`config.mk`:
```
export PLATFORM = sky130hd
export DESIGN_NAME = dac_cal_tx_mute
export DESIGN_NICKNAME = d
export VERILOG_FILES = /design/src/core/dac_cal_pkg.sv /design/src/core/cal_engine.sv /design/src/core/dac_cal_tx_mute.sv /design/src/core/tx_datapath_mute.sv
export SDC_FILE = /design/constraint.sdc
export NUM_CORES = 1
export LEC_CHECK = 0
export BUFFER_PORTS_ARGS = -buffer_cell sky130_fd_sc_hd__buf_4
export CAP_MARGIN = 10
export CORE_MARGIN = 10
export CORE_UTILIZATION = 55
export DETAILED_ROUTE_END_ITERATION = 7
export GPL_ROUTABILITY_DRIVEN = 0
export HOLD_SLACK_MARGIN = 0.1
export PLACE_DENSITY = 0.83
export SYNTH_ARGS = -nofsm -noshare
export SYNTH_HDL_FRONTEND = slang
export SYNTH_SLANG_ARGS = --single-unit
```
`constraint.sdc`:
```
create_clock -name i_clock -period 8.6 [get_ports i_clock]
set_input_delay 1.72 -clock i_clock [delete_from_list [all_inputs] [get_ports i_clock]]
set_output_delay 1.72 -clock i_clock [all_outputs]
set_load 0.005 [all_outputs]
```
`src/core/dac_cal_pkg.sv`:
```
// constants and types shared by the calibration control and transmit mute logic
// assumes a single 10 MHz clock domain and an Avalon-MM register port
package dac_cal_pkg;

   // ----------------------------------------------------------------
   // widths
   // ----------------------------------------------------------------
   localparam int REG_WIDTH = 8;
   localparam int BUS_WIDTH = 32;
   localparam int ADDR_WIDTH = 12;
   localparam int INDEX_WIDTH = 10;
   localparam int BE_WIDTH = 4;
   localparam int CONV_COUNT = 2;
   localparam int SAMPLE_WIDTH = 16;
   localparam int DIV_WIDTH = 4;
   localparam int STEP_WIDTH = 5;

   // ----------------------------------------------------------------
   // register indexes (byte address is four times the index)
   // ----------------------------------------------------------------
   localparam logic [INDEX_WIDTH-1:0] IDX_PAGE = 10'h008;
   localparam logic [INDEX_WIDTH-1:0] IDX_TX_MUTE = 10'h03f;
   localparam logic [INDEX_WIDTH-1:0] IDX_CAL_DIV = 10'h050;
   localparam logic [INDEX_WIDTH-1:0] IDX_CAL_CTRL = 10'h051;
   localparam logic [INDEX_WIDTH-1:0] IDX_CAL_STAT = 10'h052;
   localparam logic [INDEX_WIDTH-1:0] IDX_FULL_SCALE = 10'h05a;
   localparam logic [INDEX_WIDTH-1:0] IDX_CAL_DEBUG = 10'h061;
   localparam logic [INDEX_WIDTH-1:0] IDX_CLK_CTRL = 10'h081;
   localparam logic [1:0] BYTE_LANE_ZERO = 2'h0;

   // ----------------------------------------------------------------
   // field positions
   // ----------------------------------------------------------------
   localparam int CTRL_ENABLE_BIT = 7;
   localparam int CTRL_START_BIT = 0;
   localparam int STAT_ACTIVE_BIT = 2;
   localparam int STAT_FAIL_BIT = 1;
   localparam int STAT_DONE_BIT = 0;
   localparam int MUTE_DAC0_BIT = 4;
   localparam int DEBUG_TUNING_BIT = 6;

   // ----------------------------------------------------------------
   // reset values and masks
   // ----------------------------------------------------------------
   localparam logic [REG_WIDTH-1:0] PAGE_RESET = 8'h01;
   localparam logic [REG_WIDTH-1:0] TX_MUTE_RESET = 8'h00;
   localparam logic [REG_WIDTH-1:0] CAL_DIV_RESET = 8'h28;
   localparam logic [REG_WIDTH-1:0] CAL_CTRL_RESET = 8'h82;
   localparam logic [REG_WIDTH-1:0] CAL_CTRL_MASK = 8'h87;
   localparam logic [REG_WIDTH-1:0] FULL_SCALE_RESET = 8'h28;
   localparam logic [REG_WIDTH-1:0] CAL_DEBUG_RESET = 8'h40;
   localparam logic [REG_WIDTH-1:0] CLK_CTRL_RESET = 8'h00;
   localparam logic [REG_WIDTH-1:0] CLK_CTRL_MASK = 8'h03;
   localparam logic [STEP_WIDTH-1:0] CAL_LAST_STEP = 5'h1f;
   localparam logic [SAMPLE_WIDTH-1:0] SAMPLE_ZERO = 16'h0000;

   typedef enum logic {CAL_IDLE, CAL_RUN} cal_state_t;

endpackage

```
`src/core/cal_engine.sv`:
```
// calibration sequencer for one converter: active, fail and done flags
// assumes one start pulse per launch and a static divider during a run
`timescale 1ns/1ps
module cal_engine
   import dac_cal_pkg::*;
(
   input wire logic i_clock,
   input wire logic i_rst_n,
   input wire logic i_enable,
   input wire logic i_start,
   input wire logic [DIV_WIDTH-1:0] i_divider,
   input wire logic i_clock_powerdown,
   input wire logic i_fault,
   output logic o_active,
   output logic o_fail,
   output logic o_done
);

   cal_state_t state_reg;
   logic [DIV_WIDTH-1:0] tick_reg;
   logic [STEP_WIDTH-1:0] step_reg;
   logic run_end;
   logic run_bad;

   // a run ends on the last divided step, or at once if its clock stops
   assign run_end = (state_reg == CAL_RUN) &&
      (i_clock_powerdown || (tick_reg == i_divider && step_reg == CAL_LAST_STEP));
   assign run_bad = i_clock_powerdown || i_fault;

   // sequencer and step counters; a low enable holds the engine in reset
   always_ff @(posedge i_clock)
   begin
      if (!i_rst_n || !i_enable)
      begin
         state_reg <= CAL_IDLE;
         tick_reg <= '0;
         step_reg <= '0;
      end
      else
      begin
         unique case (state_reg)
            CAL_IDLE:
            begin
               tick_reg <= '0;
               step_reg <= '0;
               if (i_start)
                  state_reg <= CAL_RUN;
            end
            CAL_RUN:
            begin
               if (run_end)
                  state_reg <= CAL_IDLE;
               else if (tick_reg == i_divider)
               begin
                  tick_reg <= '0;
                  step_reg <= step_reg + 1'b1;
               end
               else
                  tick_reg <= tick_reg + 1'b1;
            end
         endcase
      end
   end

   // result flags; active drops in the same edge that a result is posted
   always_ff @(posedge i_clock)
   begin
      if (!i_rst_n || !i_enable)
      begin
         o_active <= 1'b0;
         o_fail <= 1'b0;
         o_done <= 1'b0;
      end
      else if (state_reg == CAL_IDLE && i_start)
      begin
         o_active <= 1'b1;
         o_fail <= 1'b0;
         o_done <= 1'b0;
      end
      else if (run_end)
      begin
         o_active <= 1'b0;
         o_fail <= run_bad;
         o_done <= !run_bad;
      end
   end

   hold_reset_a: assert property (
      @(posedge i_clock) disable iff (!i_rst_n)
      !i_enable |=> !o_active && !o_fail && !o_done)
      else $error("engine not held in reset while disabled");

   active_rise_a: assert property (
      @(posedge i_clock) disable iff (!i_rst_n)
      (i_enable && state_reg == CAL_IDLE && i_start) |=> o_active && !o_done && !o_fail)
      else $error("active flag missing after launch");

   end_exclusive_a: assert property (
      @(posedge i_clock) disable iff (!i_rst_n || !i_enable)
      $fell(o_active) |-> (o_done != o_fail))
      else $error("run ended without exactly one result flag");

   done_timing_a: assert property (
      @(posedge i_clock) disable iff (!i_rst_n)
      $rose(o_done) |-> $fell(o_active) && !o_fail)
      else $error("done flag rose outside a run end");

   clock_stop_fail_a: assert property (
      @(posedge i_clock) disable iff (!i_rst_n)
      (i_enable && o_active && i_clock_powerdown) |=> o_fail && !o_active)
      else $error("stopped calibration clock not reported as failure");

endmodule

```
`src/core/dac_cal_tx_mute.sv`:
```
// register map, paged calibration control and first converter transmit mute
// assumes an Avalon-MM master with byte addresses and a single 10 MHz clock
`timescale 1ns/1ps

module dac_cal_tx_mute
   import dac_cal_pkg::*;
(
   input wire logic i_clock,
   input wire logic i_rst_n,
   input wire logic [ADDR_WIDTH-1:0] i_avs_address,
   input wire logic i_avs_read,
   input wire logic i_avs_write,
   input wire logic [BUS_WIDTH-1:0] i_avs_writedata,
   input wire logic [BE_WIDTH-1:0] i_avs_byteenable,
   output logic [BUS_WIDTH-1:0] o_avs_readdata,
   output logic o_avs_waitrequest,
   input wire logic i_transmit_gate_pin_0,
   input wire logic [SAMPLE_WIDTH-1:0] i_dac0_data,
   output logic [SAMPLE_WIDTH-1:0] o_dac0_data,
   input wire logic i_cal_fault_0,
   input wire logic i_cal_fault_1,
   output logic [REG_WIDTH-1:0] o_full_scale_code_0,
   output logic [REG_WIDTH-1:0] o_full_scale_code_1,
   output logic o_cal_clock_powerdown_0,
   output logic o_cal_clock_powerdown_1,
   output logic o_cal_tuning_bit_a
);

   // ----------------------------------------------------------------
   // bus handshake
   // ----------------------------------------------------------------

   logic ack_reg;
   logic request;
   logic write_take;
   logic read_capture;

   // true when a byte address hits the given register index
   function automatic logic reg_hit(input logic [ADDR_WIDTH-1:0] addr,
                                    input logic [INDEX_WIDTH-1:0] index);
      reg_hit = (addr[1:0] == BYTE_LANE_ZERO) && (addr[ADDR_WIDTH-1:2] == index);
   endfunction

   // every access takes exactly one wait state
   assign request = i_avs_read || i_avs_write;
   assign o_avs_waitrequest = request && !ack_reg;
   assign read_capture = i_avs_read && !ack_reg;
   assign write_take = i_avs_write && ack_reg && i_avs_byteenable[0];

   // ack alternates so that back to back requests each see one wait
   always_ff @(posedge i_clock)
   begin
      if (!i_rst_n)
         ack_reg <= 1'b0;
      else
         ack_reg <= request && !ack_reg;
   end

   // ----------------------------------------------------------------
   // shared registers
   // ----------------------------------------------------------------

   logic [REG_WIDTH-1:0] page_reg;
   logic [REG_WIDTH-1:0] tx_mute_reg;
   logic [REG_WIDTH-1:0] cal_div_reg;
   logic [REG_WIDTH-1:0] cal_debug_reg;
   logic [REG_WIDTH-1:0] clk_ctrl_reg;
   logic [REG_WIDTH-1:0] wdata;

   assign wdata = i_avs_writedata[REG_WIDTH-1:0];

   // page select: bit 0 reaches converter 0, bit 1 converter 1
   always_ff @(posedge i_clock)
   begin
      if (!i_rst_n)
         page_reg <= PAGE_RESET;
      else if (write_take && reg_hit(i_avs_address, IDX_PAGE))
         page_reg <= wdata;
   end

   // transmit mute configuration
   always_ff @(posedge i_clock)
   begin
      if (!i_rst_n)
         tx_mute_reg <= TX_MUTE_RESET;
      else if (write_take && reg_hit(i_avs_address, IDX_TX_MUTE))
         tx_mute_reg <= wdata;
   end

   // calibration clock divider, low nibble paces the engine steps
   always_ff @(posedge i_clock)
   begin
      if (!i_rst_n)
         cal_div_reg <= CAL_DIV_RESET;
      else if (write_take && reg_hit(i_avs_address, IDX_CAL_DIV))
         cal_div_reg <= wdata;
   end

   // calibration debug byte
   always_ff @(posedge i_clock)
   begin
      if (!i_rst_n)
         cal_debug_reg <= CAL_DEBUG_RESET;
      else if (write_take && reg_hit(i_avs_address, IDX_CAL_DEBUG))
         cal_debug_reg <= wdata;
   end

   // calibration clock power-down bits, one per converter
   always_ff @(posedge i_clock)
   begin
      if (!i_rst_n)
         clk_ctrl_reg <= CLK_CTRL_RESET;
      else if (write_take && reg_hit(i_avs_address, IDX_CLK_CTRL))
         clk_ctrl_reg <= wdata & CLK_CTRL_MASK;
   end

   assign o_cal_tuning_bit_a = cal_debug_reg[DEBUG_TUNING_BIT];
   assign o_cal_clock_powerdown_0 = clk_ctrl_reg[0];
   assign o_cal_clock_powerdown_1 = clk_ctrl_reg[1];

   // ----------------------------------------------------------------
   // per converter copies and calibration engines
   // ----------------------------------------------------------------

   logic [REG_WIDTH-1:0] cal_ctrl_reg [CONV_COUNT];
   logic [REG_WIDTH-1:0] full_scale_reg [CONV_COUNT];
   logic [REG_WIDTH-1:0] cal_stat [CONV_COUNT];
   logic [CONV_COUNT-1:0] start_pulse;
   logic [CONV_COUNT-1:0] cal_active;
   logic [CONV_COUNT-1:0] cal_fail;
   logic [CONV_COUNT-1:0] cal_done;
   logic [CONV_COUNT-1:0] cal_fault;

   assign cal_fault = {i_cal_fault_1, i_cal_fault_0};

   genvar k;
   generate
      for (k = 0; k < CONV_COUNT; k++)
      begin : g_conv
         // control copy written only when its page bit is set
         always_ff @(posedge i_clock)
         begin
            if (!i_rst_n)
               cal_ctrl_reg[k] <= CAL_CTRL_RESET;
            else if (write_take && page_reg[k] && reg_hit(i_avs_address, IDX_CAL_CTRL))
               cal_ctrl_reg[k] <= wdata & CAL_CTRL_MASK;
         end

         // full-scale code copy; current is 15.625 mA + code * 25/256 mA
         always_ff @(posedge i_clock)
         begin
            if (!i_rst_n)
               full_scale_reg[k] <= FULL_SCALE_RESET;
            else if (write_take && page_reg[k] && reg_hit(i_avs_address, IDX_FULL_SCALE))
               full_scale_reg[k] <= wdata;
         end

         // a write with the start bit set launches this converter's run if the engine is idle and its enable bit was already set
         assign start_pulse[k] = write_take && page_reg[k] &&
            reg_hit(i_avs_address, IDX_CAL_CTRL) && wdata[CTRL_START_BIT];

         // status byte, upper bits read as zero
         always_comb
         begin
            cal_stat[k] = '0;
            cal_stat[k][STAT_ACTIVE_BIT] = cal_active[k];
            cal_stat[k][STAT_FAIL_BIT] = cal_fail[k];
            cal_stat[k][STAT_DONE_BIT] = cal_done[k];
         end

         cal_engine u_cal_engine
         (
            .i_clock(i_clock),
            .i_rst_n(i_rst_n),
            .i_enable(cal_ctrl_reg[k][CTRL_ENABLE_BIT]),
            .i_start(start_pulse[k]),
            .i_divider(cal_div_reg[DIV_WIDTH-1:0]),
            .i_clock_powerdown(clk_ctrl_reg[k]),
            .i_fault(cal_fault[k]),
            .o_active(cal_active[k]),
            .o_fail(cal_fail[k]),
            .o_done(cal_done[k])
         );
      end
   endgenerate

   assign o_full_scale_code_0 = full_scale_reg[0];
   assign o_full_scale_code_1 = full_scale_reg[1];

   // ----------------------------------------------------------------
   // read path
   // ----------------------------------------------------------------

   logic read_page;
   logic [REG_WIDTH-1:0] read_next;

   // paged reads come from converter 0 unless only page bit 1 is set
   assign read_page = !page_reg[0] && page_reg[1];

   // register byte for the current address; unmapped reads return zero
   always_comb
   begin
      read_next = '0;
      if (reg_hit(i_avs_address, IDX_PAGE))
         read_next = page_reg;
      else if (reg_hit(i_avs_address, IDX_TX_MUTE))
         read_next = tx_mute_reg;
      else if (reg_hit(i_avs_address, IDX_CAL_DIV))
         read_next = cal_div_reg;
      else if (reg_hit(i_avs_address, IDX_CAL_CTRL))
         read_next = cal_ctrl_reg[read_page];
      else if (reg_hit(i_avs_address, IDX_CAL_STAT))
         read_next = cal_stat[read_page];
      else if (reg_hit(i_avs_address, IDX_FULL_SCALE))
         read_next = full_scale_reg[read_page];
      else if (reg_hit(i_avs_address, IDX_CAL_DEBUG))
         read_next = cal_debug_reg;
      else if (reg_hit(i_avs_address, IDX_CLK_CTRL))
         read_next = clk_ctrl_reg;
   end

   // read data captured at the edge that ends the wait cycle, one edge before the completing edge
   always_ff @(posedge i_clock)
   begin
      if (!i_rst_n)
         o_avs_readdata <= '0;
      else if (read_capture)
         o_avs_readdata <= {{(BUS_WIDTH-REG_WIDTH){1'b0}}, read_next};
   end

   // ----------------------------------------------------------------
   // first converter datapath mute
   // ----------------------------------------------------------------

   tx_datapath_mute u_tx_datapath_mute
   (
      .i_clock(i_clock),
      .i_rst_n(i_rst_n),
      .i_mute_select(tx_mute_reg[MUTE_DAC0_BIT]),
      .i_gate_pin(i_transmit_gate_pin_0),
      .i_data(i_dac0_data),
      .o_data(o_dac0_data)
   );

   // ----------------------------------------------------------------
   // checks
   // ----------------------------------------------------------------

   one_wait_a: assert property (
      @(posedge i_clock) disable iff (!i_rst_n)
      (request && !ack_reg) |=> !o_avs_waitrequest)
      else $error("request not answered after one wait state");

   start_launch_a: assert property (
      @(posedge i_clock) disable iff (!i_rst_n)
      (start_pulse[0] && cal_ctrl_reg[0][CTRL_ENABLE_BIT] && !cal_active[0] && !cal_done[0]
         && !cal_fail[0]) |=> cal_active[0])
      else $error("start write did not launch converter 0");

   page_isolation_a: assert property (
      @(posedge i_clock) disable iff (!i_rst_n)
      (write_take && !page_reg[1] && reg_hit(i_avs_address, IDX_FULL_SCALE))
         |=> $stable(o_full_scale_code_1))
      else $error("unpaged full-scale copy changed");

   full_scale_load_a: assert property (
      @(posedge i_clock) disable iff (!i_rst_n)
      (write_take && page_reg[0] && reg_hit(i_avs_address, IDX_FULL_SCALE))
         |=> o_full_scale_code_0 == $past(wdata))
      else $error("full-scale code not loaded");

   status_read_a: assert property (
      @(posedge i_clock) disable iff (!i_rst_n)
      (read_capture && reg_hit(i_avs_address, IDX_CAL_STAT) && page_reg[0])
         |=> o_avs_readdata[STAT_ACTIVE_BIT] == $past(cal_active[0])
            && o_avs_readdata[STAT_DONE_BIT] == $past(cal_done[0]))
      else $error("status read does not show converter 0 flags");

   // converter 1 launches from its own start write
   conv1_launch_a: assert property (
      @(posedge i_clock) disable iff (!i_rst_n)
      (start_pulse[1] && cal_ctrl_reg[1][CTRL_ENABLE_BIT] && !cal_active[1]) |=> cal_active[1])
      else $error("start write did not launch converter 1");

   // a control write with page bit 0 clear leaves converter 0 alone
   ctrl_isolation_a: assert property (
      @(posedge i_clock) disable iff (!i_rst_n)
      (write_take && !page_reg[0] && reg_hit(i_avs_address, IDX_CAL_CTRL))
         |=> $stable(cal_ctrl_reg[0]))
      else $error("unpaged control copy changed");

   // converter 1 control copy takes the masked write byte
   ctrl_load_a: assert property (
      @(posedge i_clock) disable iff (!i_rst_n)
      (write_take && page_reg[1] && reg_hit(i_avs_address, IDX_CAL_CTRL))
         |=> cal_ctrl_reg[1] == ($past(wdata) & CAL_CTRL_MASK))
      else $error("converter 1 control copy not loaded");

   // converter 1 full-scale code follows its paged write
   second_scale_load_a: assert property (
      @(posedge i_clock) disable iff (!i_rst_n)
      (write_take && page_reg[1] && reg_hit(i_avs_address, IDX_FULL_SCALE))
         |=> o_full_scale_code_1 == $past(wdata))
      else $error("converter 1 full-scale code not loaded");

   // status read with page 1 alone shows converter 1 flags
   second_status_read_a: assert property (
      @(posedge i_clock) disable iff (!i_rst_n)
      (read_capture && reg_hit(i_avs_address, IDX_CAL_STAT) && read_page)
         |=> o_avs_readdata[STAT_ACTIVE_BIT] == $past(cal_active[1])
            && o_avs_readdata[STAT_FAIL_BIT] == $past(cal_fail[1])
            && o_avs_readdata[STAT_DONE_BIT] == $past(cal_done[1]))
      else $error("status read does not show converter 1 flags");

   // failure flag of converter 0 reaches the read data
   fail_read_a: assert property (
      @(posedge i_clock) disable iff (!i_rst_n)
      (read_capture && reg_hit(i_avs_address, IDX_CAL_STAT) && !read_page)
         |=> o_avs_readdata[STAT_FAIL_BIT] == $past(cal_fail[0]))
      else $error("failure flag missing from status read");

   // divider byte follows its write
   divider_load_a: assert property (
      @(posedge i_clock) disable iff (!i_rst_n)
      (write_take && reg_hit(i_avs_address, IDX_CAL_DIV))
         |=> cal_div_reg == $past(wdata))
      else $error("divider not loaded");

   // clock power-down bits keep only the two defined lanes
   powerdown_load_a: assert property (
      @(posedge i_clock) disable iff (!i_rst_n)
      (write_take && reg_hit(i_avs_address, IDX_CLK_CTRL))
         |=> clk_ctrl_reg == ($past(wdata) & CLK_CTRL_MASK))
      else $error("clock power-down bits not loaded");

endmodule

```
`src/core/tx_datapath_mute.sv`:
```
// output stage of the first converter datapath with pin controlled muting
// assumes the transmit gate pin is already synchronous to i_clock
`timescale 1ns/1ps
module tx_datapath_mute
   import dac_cal_pkg::*;
(
   input wire logic i_clock,
   input wire logic i_rst_n,
   input wire logic i_mute_select,
   input wire logic i_gate_pin,
   input wire logic [SAMPLE_WIDTH-1:0] i_data,
   output logic [SAMPLE_WIDTH-1:0] o_data
);

   // zero the sample while muting is armed and the pin is low
   always_ff @(posedge i_clock)
   begin
      if (!i_rst_n)
         o_data <= SAMPLE_ZERO;
      else if (i_mute_select && !i_gate_pin)
         o_data <= SAMPLE_ZERO;
      else
         o_data <= i_data;
   end

   mute_bypass_a: assert property (
      @(posedge i_clock) disable iff (!i_rst_n)
      !i_mute_select |=> o_data == $past(i_data))
      else $error("sample altered while muting is disarmed");

   mute_force_a: assert property (
      @(posedge i_clock) disable iff (!i_rst_n)
      (i_mute_select && !i_gate_pin) |=> o_data == SAMPLE_ZERO)
      else $error("sample not zeroed while gate pin low");

endmodule

```
==> impl_metrics.yaml <==
worst_hold_path:
  hp-class: "reg2reg"
  hp-start: "o_avs_readdata[3]$_SDFFE_PN0P_"
sta:
  setup_viol: 0
  fin_crit_sh_pct: 50.19
  fin_skew_ns: 0.01166
  slew_viol_final: 0
  tns_ns: 0
  slew_headroom_pct: 21.10
  min_period_ns: 4.316
  clock.fmax_mhz: 231.7
  rsz0062_at_grt: "no"
  worst_pin_slew_ns: 1.171
  hold_viol_final: 0
setup_path:
  crit_chain: "buf_4 -> or4b_1 -> nor3_2 -> and2_0 -> nand2_1 -> nand2_1 -> nand3_1"
  end_kind: "flip-flop"
  cp_slowest_stage_delay_ns: 0.79
  timing.critical_path.mode_cell: "nand2_1"
  cp-start-kind: "input port"
  cpLargestDelayFamily: "simple AND/OR/NAND/NOR gates"
  cp-endpoint: "cal_div_reg[3]$_SDFFE_PN1P_"
  r2r-start: "ack_reg$_SDFF_PN0_"
  crit_cells: 7
  slowest_stage: "and2_0"
  r2r_end: "full_scale_reg[0][3]$_SDFFCE_PN1P_"
  crit_type: "in2reg"
  cp_data_arrival_time_ns: 4.55
  cp.required_ns: 8.83
  worstPathMaxFanout: 16
  regToRegSetupSlack_ns: 5.86
  reg2reg_depth: 3
  startpoint: "i_avs_address[9]"
  path_buf_inv: 1
clock_tree:
  clock_sinks: 109
  clockBufferDepth: 2
  clk_latency_ns: 0.37
  cts_tree: "built"
  ctsHoldBuffers: 0
  cts_max_level: 3
  clkSlewWorstSetupHoldPaths_ns: 0.10
  cts_resized: 0
  root_buffer: "clkbuf_8"
  cts_inserted_buffers: 9
  cts_setup_buffers: 0
cells_and_area:
  post-route-util_pct: 64.80
  fin_nets: 698
  fin_area_mm2: 0.005931
  final_cell_mix: "buf_4, dfxtp_1, nand2_1, nor2_1"
  syn_to_final_growth_pct: 15.92
  layout_commonest_cell: "buf_4"
  antenna_cells: 0
  drive_gt1_share_pct: 19.01
synth:
  yosysWarnings: 0
  seq_area_frac_synth_pct: 47.35
  synth_cell_type_count: 60
  async_reset_ff_share_pct: 0
  syn_area_mm2: 0.005116
  post_synth.cell_area_avg_um2: 9.319
  synthCells: 549
  synth_edf_count: 24
  ys.flop_type: "dfxtp_1"
  ys_ff_latch: 109
power_and_ir_drop:
  vdd_drop_max_v: 0.0001093
  power.density_mw_per_mm2: 157.7
  finalPower_uw: 935.2
  p_leak_uw: 0.002317
die:
  num_rows: 35
  die_width_um: 116.4
  fp.dieH_um: 116.4
  fp.coreArea_mm2: 0.009153
  initial_core_util_pct: 55.90
  pin_count: 139
  dieArea_mm2: 0.01356
drt:
  dr.pass1.iters: 5
  drt-total-wl_mm: 12.97
  drtAntennaViolNets: 0
  drt_iter0_markers: 324
  route.detailed.drc: 0
  wl_per_cell_um: 17.60
  vias_per_cell: 5.779
  vias: 4259
grt:
  grt_pass1_wl_mm: 20.69
  grt_pass1_vias: 4202
  antenna_found_initial: 0
  grtUsageTotal_pct: 19.30
  overflow: 0
  grt_max_degree: 51
run_status:
  status: "finished clean"
placed_design:
  portBuffers: 87
  hpwl_mm: 9.828
  placed_area_mm2: 0.005695
run:
  max_cap_violations: 0
==> routing by layer <==
layer | wire length (um) | part of all wire [%] | vias up | track usage, %
li1 | - | - | 2010 | -
met1 | 5230 | 40 | 2010 | 23.44
met2 | 5943 | 46 | 215 | 31.22
met3 | 1546 | 12 | 24 | 6.985
met4 | 251 | 1.9 | 0 | 6.088
met5 | 0 | 0 | - | 0
==> synthesized netlist by cell type (all sizes together) (2+ instances only) <==
cell type / n / share of area (%)
dfxtp: 85 / 33
nand2: 70 / 5.1
nor2: 36 / 2.6
and2: 32 / 3.9
buf: 30 / 4.3
nand3: 30 / 2.9
edfxtp: 24 / 14
mux2i: 23 / 4.5
a21boi: 22 / 3.2
clkbuf: 21 / 1.6
a21oi: 16 / 1.6
nor3: 16 / 1.9
o21ai: 15 / 1.5
nor2b: 14 / 1.7
or3: 10 / 1.2
inv: 9 / 0.66
xor2: 9 / 1.5
a21o: 7 / 1.0
a221oi: 7 / 1.2
and3: 6 / 0.73
ha: 6 / 1.5
xnor2: 6 / 1.0
nand2b: 5 / 0.61
a31oi: 4 / 0.49
a21bo: 3 / 0.59
a221o: 3 / 0.61
a22oi: 3 / 0.44
a32oi: 3 / 0.51
nor3b: 3 / 0.66
nor4: 3 / 0.49
and4b: 2 / 0.39
nand3b: 2 / 0.29
nand4: 2 / 0.24
o2111a: 2 / 0.44
o22ai: 2 / 0.24
or2: 2 / 0.24
or3b: 2 / 0.34
or4: 2 / 0.37
==> cell families (layout without fill, tap and decap cells) <==
group | Yosys count | in the layout | synth area share [%]
AOI/OAI and AO/OA | 95 | 95 | 13.16
and+or+nand+nor | 239 | 239 | 24.16
xor gates and xnor gates | 15 | 15 | 2.568
DFF | 109 | 109 | 47.35
buffers and inverters | 60 | 114 | 6.505
muxes | 24 | 24 | 4.720
adders and majority gates | 6 | 6 | 1.467
other | 1 | 24 | 0.07330
==> per-stage QoR <==
step	hold WS (ns)	cells	setup WS (ns)
floorplan	0.4360	572	4.345
global placement	0.4367	719	4.024
detailed placement	0.4427	719	3.916
CTS	0.4663	735	4.311
global route	0.4866	737	4.169
finish	0.4605	737	4.284
==> worst min path at each step <==
stage                                                      end  slack, ns  cells past startpoint
detailed placement              o_avs_readdata[4]$_SDFFE_PN0P_       0.44                      1
finish                          o_avs_readdata[3]$_SDFFE_PN0P_       0.46                      1
floorplan           g_conv[1].u_cal_engine.o_done$_SDFFE_PP0P_       0.44                      2
CTS                             o_avs_readdata[4]$_SDFFE_PN0P_       0.47                      1
global route                          page_reg[4]$_SDFFE_PN0P_       0.49                      2
global placement                o_avs_readdata[4]$_SDFFE_PN0P_       0.44                      1
==> where the power goes <==
part | switching [uW] | leakage (uW) | internal [uW]
logic | 33.1 | 0.00130 | 29.4
clock network | 176 | 0.000111 | 166
registers | 2.47 | 0.000909 | 529
==> final cells by class <==
| type | instances | area, um^2 |
|---|---|---|
| Clock buffer | 9 | 123.9 |
| Inverter | 9 | 33.78 |
| Fill cell | 742 | 3222 |
| Tap cell | 111 | 138.9 |
| Timing Repair Buffer | 89 | 665.6 |
| Clock inverter | 7 | 98.84 |
| Multi-Input combinational cell | 403 | 2447 |
| Sequential cell | 109 | 2422 |
Power figures use the tool's default switching activity.
